===== src/hdl/dsq_pkg.sv =====
package dsq_pkg;
  localparam int CLK_PERIOD_PS = 5000;
  // Figures for the slower grade, which also satisfy the faster grade.
  localparam int T_RAS_NS      = 200;
  localparam int T_RP_NS       = 120;
  localparam int T_RCD_NS      = 25;
  localparam int T_CAS_NS      = 135;
  localparam int T_CP_NS       = 80;
  localparam int T_PC_NS       = 225;
  localparam int T_RC_NS       = 375;
  localparam int T_RMW_NS      = 405;
  localparam int T_CWD_NS      = 80;
  localparam int T_RWD_NS      = 145;
  localparam int T_WP_NS       = 55;
  localparam int T_CWL_NS      = 70;
  localparam int T_ASC_NS      = 0;
  localparam int T_REF_MS      = 2;
  localparam int ROWS          = 128;
  localparam int WARMUP_CYCLES = 8;
  localparam int REF_MARGIN    = 2;
  localparam int T_RAC_NS      = 200;
  localparam int T_CAC_NS      = 135;
  localparam int T_RAS_MAX_NS  = 10000;
  // Page accesses stop early so the last one still ends inside the limit.
  localparam int T_PAGE_END_NS = 9000;
  // Edges from a data-out change until the response register can take it from the third sync flop.
  localparam int SYNC_LAT      = 4;

  function automatic int ns_up(input int ns);
    return (ns * 1000 + CLK_PERIOD_PS - 1) / CLK_PERIOD_PS;
  endfunction

  localparam int C_RCD   = ns_up(T_RCD_NS) + 1;
  localparam int C_CAS   = ns_up(T_CAS_NS);
  localparam int C_CP    = ns_up(T_CP_NS);
  localparam int C_RP    = ns_up(T_RP_NS);
  localparam int C_RAS   = ns_up(T_RAS_NS);
  localparam int C_RC    = ns_up(T_RC_NS);
  localparam int C_RMW   = ns_up(T_RMW_NS);
  localparam int C_PC    = ns_up(T_PC_NS);
  localparam int C_CWD   = ns_up(T_CWD_NS) + 1;
  localparam int C_RWD   = ns_up(T_RWD_NS) + 1;
  localparam int C_WP    = ns_up(T_WP_NS);
  localparam int C_CWL   = ns_up(T_CWL_NS);
  localparam int C_RAC_SMP = ns_up(T_RAC_NS) + SYNC_LAT;
  localparam int C_CAC_SMP = ns_up(T_CAC_NS) + SYNC_LAT;
  localparam int C_RAS_MAX = ns_up(T_RAS_MAX_NS);
  localparam int C_PAGE_END = ns_up(T_PAGE_END_NS);
  // Refresh period as cycles, rounded down, divided across rows with margin.
  localparam int C_REF_ROW = (T_REF_MS * 1000000 * 1000 / CLK_PERIOD_PS)
                             / (ROWS * REF_MARGIN);
  localparam int CW      = 12;

  typedef enum logic [1:0] {
    DSQ_OP_READ,
    DSQ_OP_WRITE,
    DSQ_OP_RMW
  } dsq_op_e;
endpackage


===== src/hdl/dsq_tmr_if.sv =====
interface dsq_tmr_if;
  import dsq_pkg::*;
  logic          load;
  logic [CW-1:0] value;
  logic          done;
  modport ctl (output load, output value, input done);
  modport tmr (input load, input value, output done);
endinterface


===== src/hdl/dsq_timer.sv =====
module dsq_timer
  import dsq_pkg::*;
(
  input  wire logic clock_i,
  input  wire logic resetn_i,
  dsq_tmr_if.tmr    t
);
  logic [CW-1:0] cnt_q;

  // ---------------------------------------------------------------
  // Down counter
  // ---------------------------------------------------------------
  always_ff @(posedge clock_i or negedge resetn_i) begin
    if (!resetn_i) begin
      cnt_q <= '0;
    end else if (t.load) begin
      cnt_q <= t.value;
    end else if (cnt_q != '0) begin
      cnt_q <= cnt_q - 1'b1;
    end
  end

  // Done must not look at load, since the loader itself decides on done.
  assign t.done = (cnt_q == '0);
endmodule


===== src/hdl/dsq_ctrl.sv =====
module dsq_ctrl
  import dsq_pkg::*;
#(
  parameter int REF_ROW_CYCLES = C_REF_ROW
) (
  input  wire logic        clock_i,
  input  wire logic        resetn_i,
  input  wire logic        req_valid_i,
  input  wire logic [1:0]  req_op_i,
  input  wire logic [13:0] req_addr_i,
  input  wire logic        req_wdata_i,
  input  wire logic        req_page_i,
  output logic             req_ready_o,
  output logic             rsp_valid_o,
  output logic             rsp_rdata_o,
  output logic             ready_o,
  output logic             row_strobe_n_o,
  output logic             col_strobe_n_o,
  output logic             write_n_o,
  output logic [6:0]       addr_o,
  output logic             din_o,
  input  wire logic        dout_i
);
  if (REF_ROW_CYCLES < 1 || REF_ROW_CYCLES >= (1 << 24)) begin : g_bad_ref
    $error("REF_ROW_CYCLES out of range");
  end

  // A read-modify-write waits until the read bit has passed the synchroniser.
  function automatic logic [CW-1:0] col_wait(input logic [1:0] k);
    if (k == 2'(DSQ_OP_WRITE)) begin
      return CW'(C_CAS);
    end else if (k == 2'(DSQ_OP_RMW)) begin
      return CW'(C_CAC_SMP);
    end
    return CW'(C_CWD);
  endfunction

  typedef enum logic [3:0] {
    S_IDLE, S_RCD, S_CAS, S_WLATE, S_WHOLD, S_CEND, S_PAGE, S_RPRE, S_REF
  } dsq_state_e;

  dsq_state_e    state_q;
  dsq_tmr_if     tm ();
  logic [CW-1:0] cyc_q;
  logic [23:0]   ref_cnt_q;
  logic          ref_due_q;
  logic [6:0]    ref_row_q;
  logic [3:0]    warm_q;
  logic [1:0]    op_q;
  logic          s1_q, s2_q, s3_q;
  logic          is_ref;
  logic          wlate_go;
  logic          cend_go;
  logic          page_go;

  dsq_timer u_tmr (
    .clock_i  (clock_i),
    .resetn_i (resetn_i),
    .t        (tm)
  );

  // ---------------------------------------------------------------
  // Data input synchroniser
  // ---------------------------------------------------------------
  // The sample is taken well after access time, so three flops are fine.
  always_ff @(posedge clock_i or negedge resetn_i) begin
    if (!resetn_i) begin
      s1_q <= 1'b0;
      s2_q <= 1'b0;
      s3_q <= 1'b0;
    end else begin
      s1_q <= dout_i;
      s2_q <= s1_q;
      s3_q <= s2_q;
    end
  end

  // ---------------------------------------------------------------
  // Refresh scheduling
  // ---------------------------------------------------------------
  assign is_ref = (state_q == S_REF);

  assign wlate_go = tm.done && (op_q != 2'(DSQ_OP_RMW)
                    || (cyc_q >= CW'(C_RAC_SMP)
                        && cyc_q >= CW'(C_RWD)));
  assign cend_go  = tm.done && cyc_q >= CW'(C_RAC_SMP)
                    && (state_q == S_WHOLD || op_q == 2'(DSQ_OP_WRITE));
  assign page_go  = tm.done && req_valid_i && req_page_i && !ref_due_q
                    && cyc_q < CW'(C_PAGE_END);

  always_ff @(posedge clock_i or negedge resetn_i) begin
    if (!resetn_i) begin
      ref_cnt_q <= '0;
      ref_due_q <= 1'b1;
    end else begin
      if (ref_cnt_q == 24'(REF_ROW_CYCLES - 1)) begin
        ref_cnt_q <= '0;
        ref_due_q <= 1'b1;
      end else begin
        ref_cnt_q <= ref_cnt_q + 1'b1;
        if (is_ref && tm.done) begin
          ref_due_q <= (warm_q != 4'h0);
        end
      end
    end
  end

  always_ff @(posedge clock_i or negedge resetn_i) begin
    if (!resetn_i) begin
      warm_q    <= 4'(WARMUP_CYCLES);
      ref_row_q <= '0;
    end else if (is_ref && tm.done) begin
      ref_row_q <= ref_row_q + 1'b1;
      if (warm_q != 4'h0) begin
        warm_q <= warm_q - 1'b1;
      end
    end
  end

  // ---------------------------------------------------------------
  // Cycle length counter
  // ---------------------------------------------------------------
  always_ff @(posedge clock_i or negedge resetn_i) begin
    if (!resetn_i) begin
      cyc_q <= '0;
    end else if (state_q == S_IDLE) begin
      cyc_q <= '0;
    end else if (cyc_q != '1) begin
      cyc_q <= cyc_q + 1'b1;
    end
  end

  // ---------------------------------------------------------------
  // Timer loads
  // ---------------------------------------------------------------
  always_comb begin
    tm.load  = 1'b0;
    tm.value = '0;
    case (state_q)
      S_IDLE: begin
        if (ref_due_q || (req_valid_i && warm_q == 4'h0)) begin
          tm.load  = 1'b1;
          tm.value = ref_due_q ? CW'(C_RAS) : CW'(C_RCD);
        end
      end
      S_RCD: begin
        if (tm.done) begin
          tm.load  = 1'b1;
          tm.value = col_wait(op_q);
        end
      end
      S_WLATE: begin
        if (wlate_go) begin
          tm.load  = 1'b1;
          tm.value = CW'(C_CWL);
        end
      end
      S_CAS, S_WHOLD: begin
        if (cend_go) begin
          tm.load  = 1'b1;
          tm.value = CW'(C_CP);
        end
      end
      S_CEND: begin
        tm.load  = 1'b1;
        tm.value = CW'(C_RP);
      end
      S_PAGE: begin
        if (page_go) begin
          tm.load  = 1'b1;
          tm.value = col_wait(req_op_i);
        end
      end
      S_REF: begin
        if (tm.done) begin
          tm.load  = 1'b1;
          tm.value = CW'(C_RP);
        end
      end
      default: begin
        tm.load  = 1'b0;
        tm.value = '0;
      end
    endcase
  end

  // ---------------------------------------------------------------
  // Sequencer and pins
  // ---------------------------------------------------------------
  always_ff @(posedge clock_i or negedge resetn_i) begin
    if (!resetn_i) begin
      state_q        <= S_IDLE;
      op_q           <= '0;
      row_strobe_n_o <= 1'b1;
      col_strobe_n_o <= 1'b1;
      write_n_o      <= 1'b1;
      addr_o         <= '0;
      din_o          <= 1'b0;
      req_ready_o    <= 1'b0;
      rsp_valid_o    <= 1'b0;
      rsp_rdata_o    <= 1'b0;
      ready_o        <= 1'b0;
    end else begin
      rsp_valid_o <= 1'b0;
      req_ready_o <= 1'b0;
      ready_o     <= (warm_q == 4'h0);
      case (state_q)
        S_IDLE: begin
          if (ref_due_q) begin
            addr_o         <= ref_row_q;
            row_strobe_n_o <= 1'b0;
            state_q        <= S_REF;
          end else if (req_valid_i && warm_q == 4'h0) begin
            addr_o         <= req_addr_i[13:7];
            op_q           <= req_op_i;
            din_o          <= req_wdata_i;
            row_strobe_n_o <= 1'b0;
            req_ready_o    <= 1'b1;
            state_q        <= S_RCD;
          end
        end
        S_RCD: begin
          if (tm.done) begin
            addr_o         <= req_addr_i[6:0];
            col_strobe_n_o <= 1'b0;
            if (op_q == 2'(DSQ_OP_WRITE)) begin
              write_n_o <= 1'b0;
              state_q   <= S_CAS;
            end else begin
              state_q <= S_WLATE;
            end
          end
        end
        S_WLATE: begin
          if (wlate_go) begin
            if (op_q == 2'(DSQ_OP_RMW)) begin
              rsp_rdata_o <= s3_q;
              rsp_valid_o <= 1'b1;
              write_n_o   <= 1'b0;
            end
            state_q <= S_WHOLD;
          end
        end
        S_CAS, S_WHOLD: begin
          if (cend_go) begin
            if (state_q == S_WHOLD && op_q == 2'(DSQ_OP_READ)) begin
              rsp_rdata_o <= s3_q;
              rsp_valid_o <= 1'b1;
            end
            col_strobe_n_o <= 1'b1;
            write_n_o      <= 1'b1;
            state_q        <= S_PAGE;
          end
        end
        S_PAGE: begin
          if (tm.done) begin
            if (page_go) begin
              addr_o         <= req_addr_i[6:0];
              op_q           <= req_op_i;
              din_o          <= req_wdata_i;
              col_strobe_n_o <= 1'b0;
              write_n_o      <= (req_op_i == 2'(DSQ_OP_WRITE)) ? 1'b0 : 1'b1;
              req_ready_o    <= 1'b1;
              state_q        <= (req_op_i == 2'(DSQ_OP_WRITE)) ? S_CAS
                              : S_WLATE;
            end else if (cyc_q >= CW'(C_RAS)) begin
              state_q <= S_CEND;
            end
          end
        end
        S_CEND: begin
          row_strobe_n_o <= 1'b1;
          state_q        <= S_RPRE;
        end
        S_REF: begin
          if (tm.done) begin
            row_strobe_n_o <= 1'b1;
            state_q        <= S_RPRE;
          end
        end
        S_RPRE: begin
          // Precharge plus elapsed pulse covers the full cycle time.
          if (tm.done && cyc_q >= CW'((op_q == 2'(DSQ_OP_RMW)) ? C_RMW
                                     : C_RC)) begin
            state_q <= S_IDLE;
          end
        end
        default: begin
          state_q <= S_IDLE;
        end
      endcase
    end
  end
endmodule


===== config.mk =====
export PLATFORM = sky130hd
export DESIGN_NAME = dsq_ctrl
export DESIGN_NICKNAME = d
export VERILOG_FILES = /design/src/hdl/dsq_pkg.sv /design/src/hdl/dsq_tmr_if.sv /design/src/hdl/dsq_timer.sv /design/src/hdl/dsq_ctrl.sv
export SDC_FILE = /design/constraint.sdc
export NUM_CORES = 1
export LEC_CHECK = 0
export BUFFER_PORTS_ARGS = -buffer_cell sky130_fd_sc_hd__buf_2
export CELL_PAD_IN_SITES_DETAIL_PLACEMENT = 1
export CELL_PAD_IN_SITES_GLOBAL_PLACEMENT = 2
export CORE_MARGIN = 3
export CORE_UTILIZATION = 43
export CTS_BUF_LIST = sky130_fd_sc_hd__clkbuf_8
export CTS_CLUSTER_SIZE = 40
export DETAILED_ROUTE_END_ITERATION = 7
export PLACE_DENSITY = 0.86
export SYNTH_ARGS = -nofsm -noshare
export SYNTH_HDL_FRONTEND = slang
export SYNTH_SLANG_ARGS = --single-unit
export TNS_END_PERCENT = 100

===== constraint.sdc =====
create_clock -name clock_i -period 6.9 [get_ports clock_i]
set_input_delay 1.38 -clock clock_i [delete_from_list [all_inputs] [get_ports clock_i]]
set_output_delay 1.38 -clock clock_i [all_outputs]
set_load 0.05 [all_outputs]

==> summary.txt, run 1 <==
Global route
  • Antenna violations before repair: 0
  • Vias in the first global route: 3620
  • First-pass GRT wire length: 18100 µm
  • Congestion Overflow GR: 0
  • Largest net degree at the start of global routing: 59
  • GRT Total Usage: 19.7%

Placed design
  • GP Congestion: 0.896
  • Area after DPL: 4790 µm²
  • Number of port buffers: 36
  • Hpwl dp: 7940 µm
  • Pre-CTS WS: 3.94 ns

Outcome
  • Status: completed

CTS
  • Clock Path Buffers: 2
  • # clock sinks: 84
  • Post-CTS Setup Inserts: 0
  • CTS tree: built
  • CTS buffer count: 9
  • CTS HTree Levels: 3
  • Clk root buf: clkbuf_8
  • Worst-Skew Late Latency: 0.35 ns
  • Worst-path clk slew: 0.08 ns
  • Cts hold-fix bufs: 0
  • CTS resizes: 0

Critical path
  • Worst Setup Start Kind: flip-flop
  • Setup crit start: state_q[2]$_DFFE_PN0P_
  • Worst path cell trace: nor2b_1, and3b_1, a21oi_1, o21ai_0, nand2b_1, mux2_2
  • Worst-path fanout max: 15
  • CP required: 7.13 ns
  • Critical Path End: addr_o[1]$_DFFE_PN0P_
  • Worst stage delay on the critical path: 0.84 ns
  • Reg2Reg Capture Point: addr_o[1]$_DFFE_PN0P_
  • FF-to-FF setup slack: 3.98 ns
  • Endpoint class of the critical path: flip-flop
  • Critical path's slowest cell: a21oi_1
  • R2r worst-path depth: 6
  • CP arrival: 3.16 ns
  • Kind of critical path: flip-flop to flip-flop
  • Critical R2R Launch: state_q[2]$_DFFE_PN0P_

Floorplan
  • Die width: 108 µm
  • Vert. Die Dim: 108 µm
  • Die ar.: 11700 µm²
  • Initial core utilization: 45.0%
  • Row count: 36
  • Num ports: 37
  • Core area: 9950 µm²

STA
  • Clock Skew: 0.0109 ns
  • Final-report hold violation count: 0
  • Unrepaired setup endpoints after global routing: false
  • Fin. max-slew vios: 0
  • Fin worst setup slack: 3.98 ns
  • Fmax achieved: 342 MHz
  • Period minus WS final: 2.92 ns
  • Final setup violation count: 0
  • Setup TNS: 0 ns
  • Final period util: 42.4%
  • Least-Margin Pin Slew: 1.09 ns
  • Slew HR: 27.6%

Yosys
  • Netlist cell types: 58
  • Synth area leaders: dfrtp_1 (44%), xnor2_1 (6.1%), ha_1 (4.7%), nor2_1 (4.6%), xor2_1 (3.1%)
  • Avg Inst Size Synth: 9.91 µm²
  • Post-Syn Area: 4480 µm²
  • Syn Inst Count: 452
  • Yosys top cell by area: dfrtp_1
  • Number of enable flip-flop cells after synthesis: 0
  • Ys Warns: 0
  • Register area share after synthesis: 47.1%
  • Post-synth top flop: dfrtp_1
  • Async S/R FF share, synth: 100%
  • Synth Net Count: 491
  • Synth Register Bits: 84
  • Share of the synthesized area in the top cell type: 44.1%

Power
  • Leak: 2.34 nW
  • Net switching power: 181 µW
  • PD cells: 173 nW/µm²
  • Reg power frac: 57.1%
  • Clock group share of total power: 40.5%
  • Logic gate share of total power: 2.4%
  • VDD IR max: 0.104 mV
  • Int Power: 683 µW
  • Switching share of power: 21.0%
  • Total Power: 864 µW

Layout
  • Post-layout util: 50.1%
  • Finished Cell Area: 4990 µm²
  • # diodes: 0
  • Layout fillers: 1167
  • Area delta synth->final: 11.4%
  • Ratio of cells with drive above 1 in the final layout: 15.6%
  • Final nets: 527

Detailed routing
  • DRT iter0 DRCs: 116
  • Routed vias/inst: 5.51
  • Drt pass-1 iters: 4
  • Via Count: 3452
  • Total wire length: 10600 µm
  • # DRC: 0
  • Routed len/inst: 17.0 µm
  • Post-route ant nets: 0

Min path
  • Hold Path Class: flip-flop to flip-flop

Run
  • Max-Cap Viols: 0
==> worst min path at each step <==
stage,endpoint,start,cells past startpoint
after floorplan,s2_q$_DFF_PN0_,s1_q$_DFF_PN0_,0
after global placement,s3_q$_DFF_PN0_,s2_q$_DFF_PN0_,0
after detailed placement,s3_q$_DFF_PN0_,s2_q$_DFF_PN0_,0
after CTS,s3_q$_DFF_PN0_,s2_q$_DFF_PN0_,0
after global routing,s3_q$_DFF_PN0_,s2_q$_DFF_PN0_,0
final,s3_q$_DFF_PN0_,s2_q$_DFF_PN0_,0
==> stage by stage <==
step                      cells  hold slack (ns)
final                       626            0.368
after global routing        626            0.381
after CTS                   626            0.373
after detailed placement    610            0.353
after global placement      610            0.348
after floorplan             452            0.331
==> logic make-up (layout without fill, tap and decap cells) <==
| family | after synthesis | in the layout | synth area share (%) |
|---|---|---|---|
| adder cells (fa/ha/maj) | 17 | 17 | 4.75 |
| buffers and inverters | 32 | 73 | 2.93 |
| AND/OR/NAND/NOR | 181 | 181 | 20.9 |
| AO/OA/AOI/OAI | 71 | 71 | 10.3 |
| XOR/XNOR | 47 | 47 | 9.19 |
| multiplexers | 20 | 20 | 4.86 |
| flip-flops | 84 | 84 | 47.1 |
==> cell type report <==
class / count / area, µm² / share of cell area [%]
clock buffers: 11 / 151 / 3.03
repair buffers: 39 / 205 / 4.11
flip-flops and latches: 84 / 2110 / 42.2
clock inverters: 5 / 46.3 / 0.928
well taps: 133 / 166 / 3.33
multi-input cells: 336 / 2250 / 45.0
inverters: 18 / 67.6 / 1.35
==> power groups by stage <==
stage / sequential, mW / combinational (mW) / clock (mW)
3_3_place_gp: 0.503 / 0.0218 / 0
4_1_cts: 0.493 / 0.0223 / 0.363
2_1_floorplan: 0.503 / 0.00411 / 0
5_1_grt: 0.493 / 0.0246 / 0.378
3_5_place_dp: 0.503 / 0.0221 / 0
6_report: 0.493 / 0.0211 / 0.350
==> synth_stat cells, types with 2 or more instances <==
| cell | number |
|---|---|
| dfrtp_1 | 79 |
| a2111oi_0 | 3 |
| mux2_2 | 10 |
| or2_2 | 2 |
| o21ai_0 | 18 |
| xor2_1 | 16 |
| ha_1 | 17 |
| a211oi_1 | 3 |
| nor4_1 | 9 |
| clkbuf_1 | 7 |
| nand4_1 | 12 |
| nor2b_1 | 4 |
| a31oi_1 | 3 |
| and4_1 | 3 |
| or3_1 | 2 |
| nor3_1 | 7 |
| nand3_1 | 17 |
| xnor2_1 | 31 |
| inv_1 | 18 |
| a211o_1 | 3 |
| o211ai_1 | 2 |
| nand2b_1 | 4 |
| buf_2 | 6 |
| and2_1 | 3 |
| o31a_1 | 2 |
| a21oi_1 | 18 |
| nor3b_1 | 4 |
| nand2_1 | 33 |
| and3_1 | 16 |
| dfstp_2 | 5 |
| nor2_1 | 55 |
| a22oi_1 | 2 |
| o2111ai_1 | 2 |
| a21boi_0 | 2 |
| or4_1 | 2 |
| o21bai_1 | 2 |
| mux2i_1 | 9 |
==> flip-flops by register name (all words and copies together) (netlist names) <==
| name | count |
|---|---|
| addr_o | 7 |
| ref_row_q | 7 |
| ready_o | 1 |
| warm_q | 4 |
| s2_q | 1 |
| req_ready_o | 1 |
| ref_cnt_q | 24 |
| s1_q | 1 |
| din_o | 1 |
| write_n_o | 1 |
| ref_due_q | 1 |
| row_strobe_n_o | 1 |
| u_tmr.cnt_q | 12 |
| rsp_rdata_o | 1 |
| s3_q | 1 |
| cyc_q | 12 |
| rsp_valid_o | 1 |
| col_strobe_n_o | 1 |
| op_q | 2 |
| state_q | 4 |
==> metal layers <==
| metal | GRT usage (%) | wire length, µm | up-vias |
|---|---|---|---|
| li1 | - | - | 1658 |
| met1 | 27.3 | 5020 | 1725 |
| met2 | 31.2 | 5120 | 56 |
| met3 | 2.57 | 317 | 13 |
| met4 | 8.03 | 183 | 0 |
| met5 | 0 | 0 | - |
==> worst max-delay path: cells and delay by family (launching register included) <==
| kind | cells | cell delay, ns |
|---|---|---|
| compound gates | 2 | 1.01 |
| flops | 1 | 0.53 |
| mux | 1 | 0.38 |
| simple gates | 3 | 0.88 |
==> placed cells by master (no fill, tap or decap), types with 7 or more instances in the layout <==
cell type	Yosys	layout
clkbuf_8	0	11
nand4_1	12	12
nor4_1	9	8
dfrtp_1	79	79
nand2_1	33	33
xnor2_1	31	31
nor3_1	7	7
ha_1	17	17
inv_1	18	21
mux2i_1	9	9
nand3_1	17	17
nor2_1	55	55
xor2_1	16	16
o21ai_0	18	18
and3_1	16	16
buf_2	6	35
a21oi_1	18	18
mux2_2	10	10
(Power assumes the default switching activity.)
==> run 2: changes to the inputs <==
ABC_AREA = 1   (was unset)
CORE_UTILIZATION = 37   (was 43)
PLACE_DENSITY = 0.8   (was 0.86)
clock period = 2.9 ns   (was 6.9 ns; I/O delays follow)
==> summary.txt, run 2 <==
STA
  • Final period util: 77.6% (+35 points)
  • Least-Margin Pin Slew: 0.633 ns (-0.453 ns)
  • Final-report hold violation count: 0 (unchanged)
  • Fin worst setup slack: 0.648 ns (-3.33 ns)
  • Unrepaired setup endpoints after global routing: false
  • Slew HR: 57.8% (+30 points)
  • Clock Skew: 0.00938 ns (-0.00149 ns)
  • Fin. max-slew vios: 0 (unchanged)
  • Period minus WS final: 2.25 ns (-0.671 ns)
  • Final setup violation count: 0 (unchanged)
  • Setup TNS: 0 ns (unchanged)
  • Fmax achieved: 444 MHz (+30%)

Placed design
  • Dpl cells: 835 (+37%)
  • Area after DPL: 5390 µm² (+12%)
  • Number of port buffers: 36 (unchanged)
  • Pre-CTS WS: 0.654 ns (-3.28 ns)
  • GP Congestion: 0.847 (-5.4%)
  • Hpwl dp: 10600 µm (+33%)

Critical path
  • CP most frequent cell: nand3_4
  • Crit path buffers/inverters: 2 (+2)
  • CP required: 3.19 ns (-3.94 ns)
  • Kind of critical path: flip-flop to flip-flop
  • Endpoint class of the critical path: flip-flop
  • Worst-path fanout max: 15 (unchanged)
  • CP arrival: 2.54 ns (-0.62 ns)
  • Critical path's slowest cell: nor3_4
  • Crit path max-delay family: simple AND/OR/NAND/NOR gates
  • Worst path cell trace: inv_1, ha_1, nand3_4, nor2_8, nand3_4, nand2_4, inv_2, nor3_4, nor2_1, a21oi_1
  • Worst stage delay on the critical path: 0.48 ns (-0.36 ns)
  • Worst Setup Start Kind: flip-flop

CTS
  • CTS resizes: 0 (unchanged)
  • Worst-path clk slew: 0.09 ns (about the same)
  • Clock Path Buffers: 2 (unchanged)
  • Clk root buf: clkbuf_8
  • Cts hold-fix bufs: 0 (unchanged)
  • Post-CTS Setup Inserts: 0 (unchanged)
  • # clock sinks: 84 (unchanged)
  • CTS HTree Levels: 3 (unchanged)
  • Worst-Skew Late Latency: 0.37 ns (+0.02 ns)
  • CTS buffer count: 9 (unchanged)
  • CTS tree: built

Detailed routing
  • Drt pass-1 iters: 6 (+2)
  • Total wire length: 13300 µm (+25%)
  • Routed vias/inst: 5.06 (-8.3%)
  • # DRC: 0 (unchanged)
  • Post-route ant nets: 0 (unchanged)
  • Via Count: 4302 (+25%)
  • Routed len/inst: 15.6 µm (-8.3%)
  • DRT iter0 DRCs: 172 (+48%)

Power
  • Int Power: 1.62 mW (+140%)
  • Net switching power: 494 µW (+170%)
  • VDD IR max: 0.252 mV (+140%)
  • PD cells: 378 nW/µm² (+120%)
  • Switching share of power: 23.4% (+2.4 points)
  • Logic gate share of total power: 3.5% (+1.1 points)
  • Leak: 2.76 nW (+18%)
  • Clock group share of total power: 40.7% (+0.2 points)
  • Reg power frac: 55.8% (-1.3 points)

Layout
  • Commonest non-fill, non-tap cells in the layout: nand2_1 (136), inv_1 (89), dfrtp_1 (79)
  • Ratio of cells with drive above 1 in the final layout: 15.6% (about the same)
  • Largest registers: ref_cnt_q (24), cyc_q (12), u_tmr.cnt_q (12)
  • # diodes: 0 (unchanged)
  • Post-layout util: 43.2% (-7.0 points)
  • Finished Cell Area: 5580 µm² (+12%)
  • Post-Layout Cell Count: 851 (+36%)
  • Final nets: 713 (+35%)
  • Top reg by flops: ref_cnt_q
  • Area delta synth->final: 11.5% (about the same)
  • Largest register FFs: 24 (unchanged)
  • Commonest non-fill, non-tap cell in the layout: nand2_1

Yosys
  • Netlist cell types: 40 (-31%)
  • Share of the synthesized area in the top cell type: 39.5% (-4.6 points)
  • Syn Inst Count: 630 (+39%)
  • Post-synth top flop: dfrtp_1
  • Async S/R FF share, synth: 100% (unchanged)
  • Register area share after synthesis: 42.1% (-5.0 points)
  • Avg Inst Size Synth: 7.95 µm² (-20%)
  • Ys Warns: 0 (unchanged)
  • Yosys top cell by area: dfrtp_1
  • Synth Net Count: 669 (+36%)
  • Synth area leaders: dfrtp_1 (39%), nand2_1 (10%), inv_1 (6.5%), nor2_1 (5.8%), nand3_1 (4.5%)
  • Synth Register Bits: 84 (unchanged)
  • Post-Syn Area: 5010 µm² (+12%)
  • Number of enable flip-flop cells after synthesis: 0 (unchanged)
  • Synth top cells by count: nand2_1 (136), inv_1 (87), dfrtp_1 (79)
  • Most frequent cell after synthesis: nand2_1

Global route
  • Largest net degree at the start of global routing: 48 (-19%)
  • Congestion Overflow GR: 0 (unchanged)
  • Vias in the first global route: 4546 (+26%)
  • First-pass GRT wire length: 22700 µm (+26%)
  • GRT Total Usage: 19.2% (-0.43 points)
  • Antenna violations before repair: 0 (unchanged)

Floorplan
  • Num ports: 37 (unchanged)
  • Die ar.: 15000 µm² (+28%)
  • Row count: 41 (+14%)
  • Die width: 122 µm (+13%)
  • Initial core utilization: 38.7% (-6.3 points)
  • Core area: 12900 µm² (+30%)
  • Vert. Die Dim: 122 µm (+13%)

Run
  • Max-Cap Viols: 0 (unchanged)

Outcome
  • Status: completed

Min path
  • Hold Path Class: input pin to asynchronous set/reset pin
-- run 2: power groups by stage --
stage | Combinational [mW] | Sequential (mW) | Clock [mW]
after floorplan | 0.0221 | 1.20 | 0
after global placement | 0.0750 | 1.20 | 0
after detailed placement | 0.0761 | 1.20 | 0
after CTS | 0.0766 | 1.18 | 0.894
after global routing | 0.0857 | 1.18 | 0.951
final | 0.0730 | 1.18 | 0.860
-- run 2: per-stage QoR --
stage	hold slack, ns	total power, mW
after CTS	0.238	2.15
after global placement	0.338	1.28
after global routing	0.256	2.22
after detailed placement	0.339	1.28
after floorplan	0.284	1.22
final	0.218	2.11
-- run 2: worst paths after layout --
| kind | from | to | slack, ns | cells after the start |
|---|---|---|---|---|
| min | resetn_i | u_tmr.cnt_q[11]$_DFFE_PN0P_ | 0.22 | 1 |
| max reg2reg | u_tmr.cnt_q[0]$_DFFE_PN0P_ | addr_o[3]$_DFFE_PN0P_ | 0.65 | 10 |
| max in group asynchronous | resetn_i | warm_q[3]$_DFFE_PN1P_ | 1.96 | 2 |
| min reg2reg | s1_q$_DFF_PN0_ | s2_q$_DFF_PN0_ | 0.37 | 0 |
| max | u_tmr.cnt_q[0]$_DFFE_PN0P_ | addr_o[3]$_DFFE_PN0P_ | 0.65 | 10 |
| min in group clock_i | dout_i | s1_q$_DFF_PN0_ | 0.31 | 1 |
-- run 2: kinds of logic (layout without fill, tap and decap cells) --
| kind of cell | count (synthesis) | in the layout | share of synthesized area [%] |
|---|---|---|---|
| and+or+nand+nor | 343 | 343 | 33.5 |
| muxes | 1 | 1 | 0.225 |
| adders and majority gates | 17 | 17 | 4.25 |
| DFF | 84 | 84 | 42.1 |
| AOI/OAI and AO/OA | 57 | 57 | 6.97 |
| xor gates and xnor gates | 29 | 29 | 5.07 |
| buffers and inverters | 99 | 148 | 7.87 |
-- run 2: final cells by class --
cell class,count,area (µm²)
multi-input combinational,447,2500
clock buffer,10,138
timing repair buffer,37,203
clock inverter,6,58.8
inverter,95,357
fill,1653,7340
tap,172,215
sequential,84,2110
-- run 2: routing by layer --
layer	wire length [µm]	global-route usage [%]	vias up	share of wire [%]
met5	0	0	-	0
met4	301	7.35	0	2.3
met3	297	2.72	21	2.2
met2	6360	31.9	52	48
met1	6300	25.5	2109	48
li1	-	-	2120	-
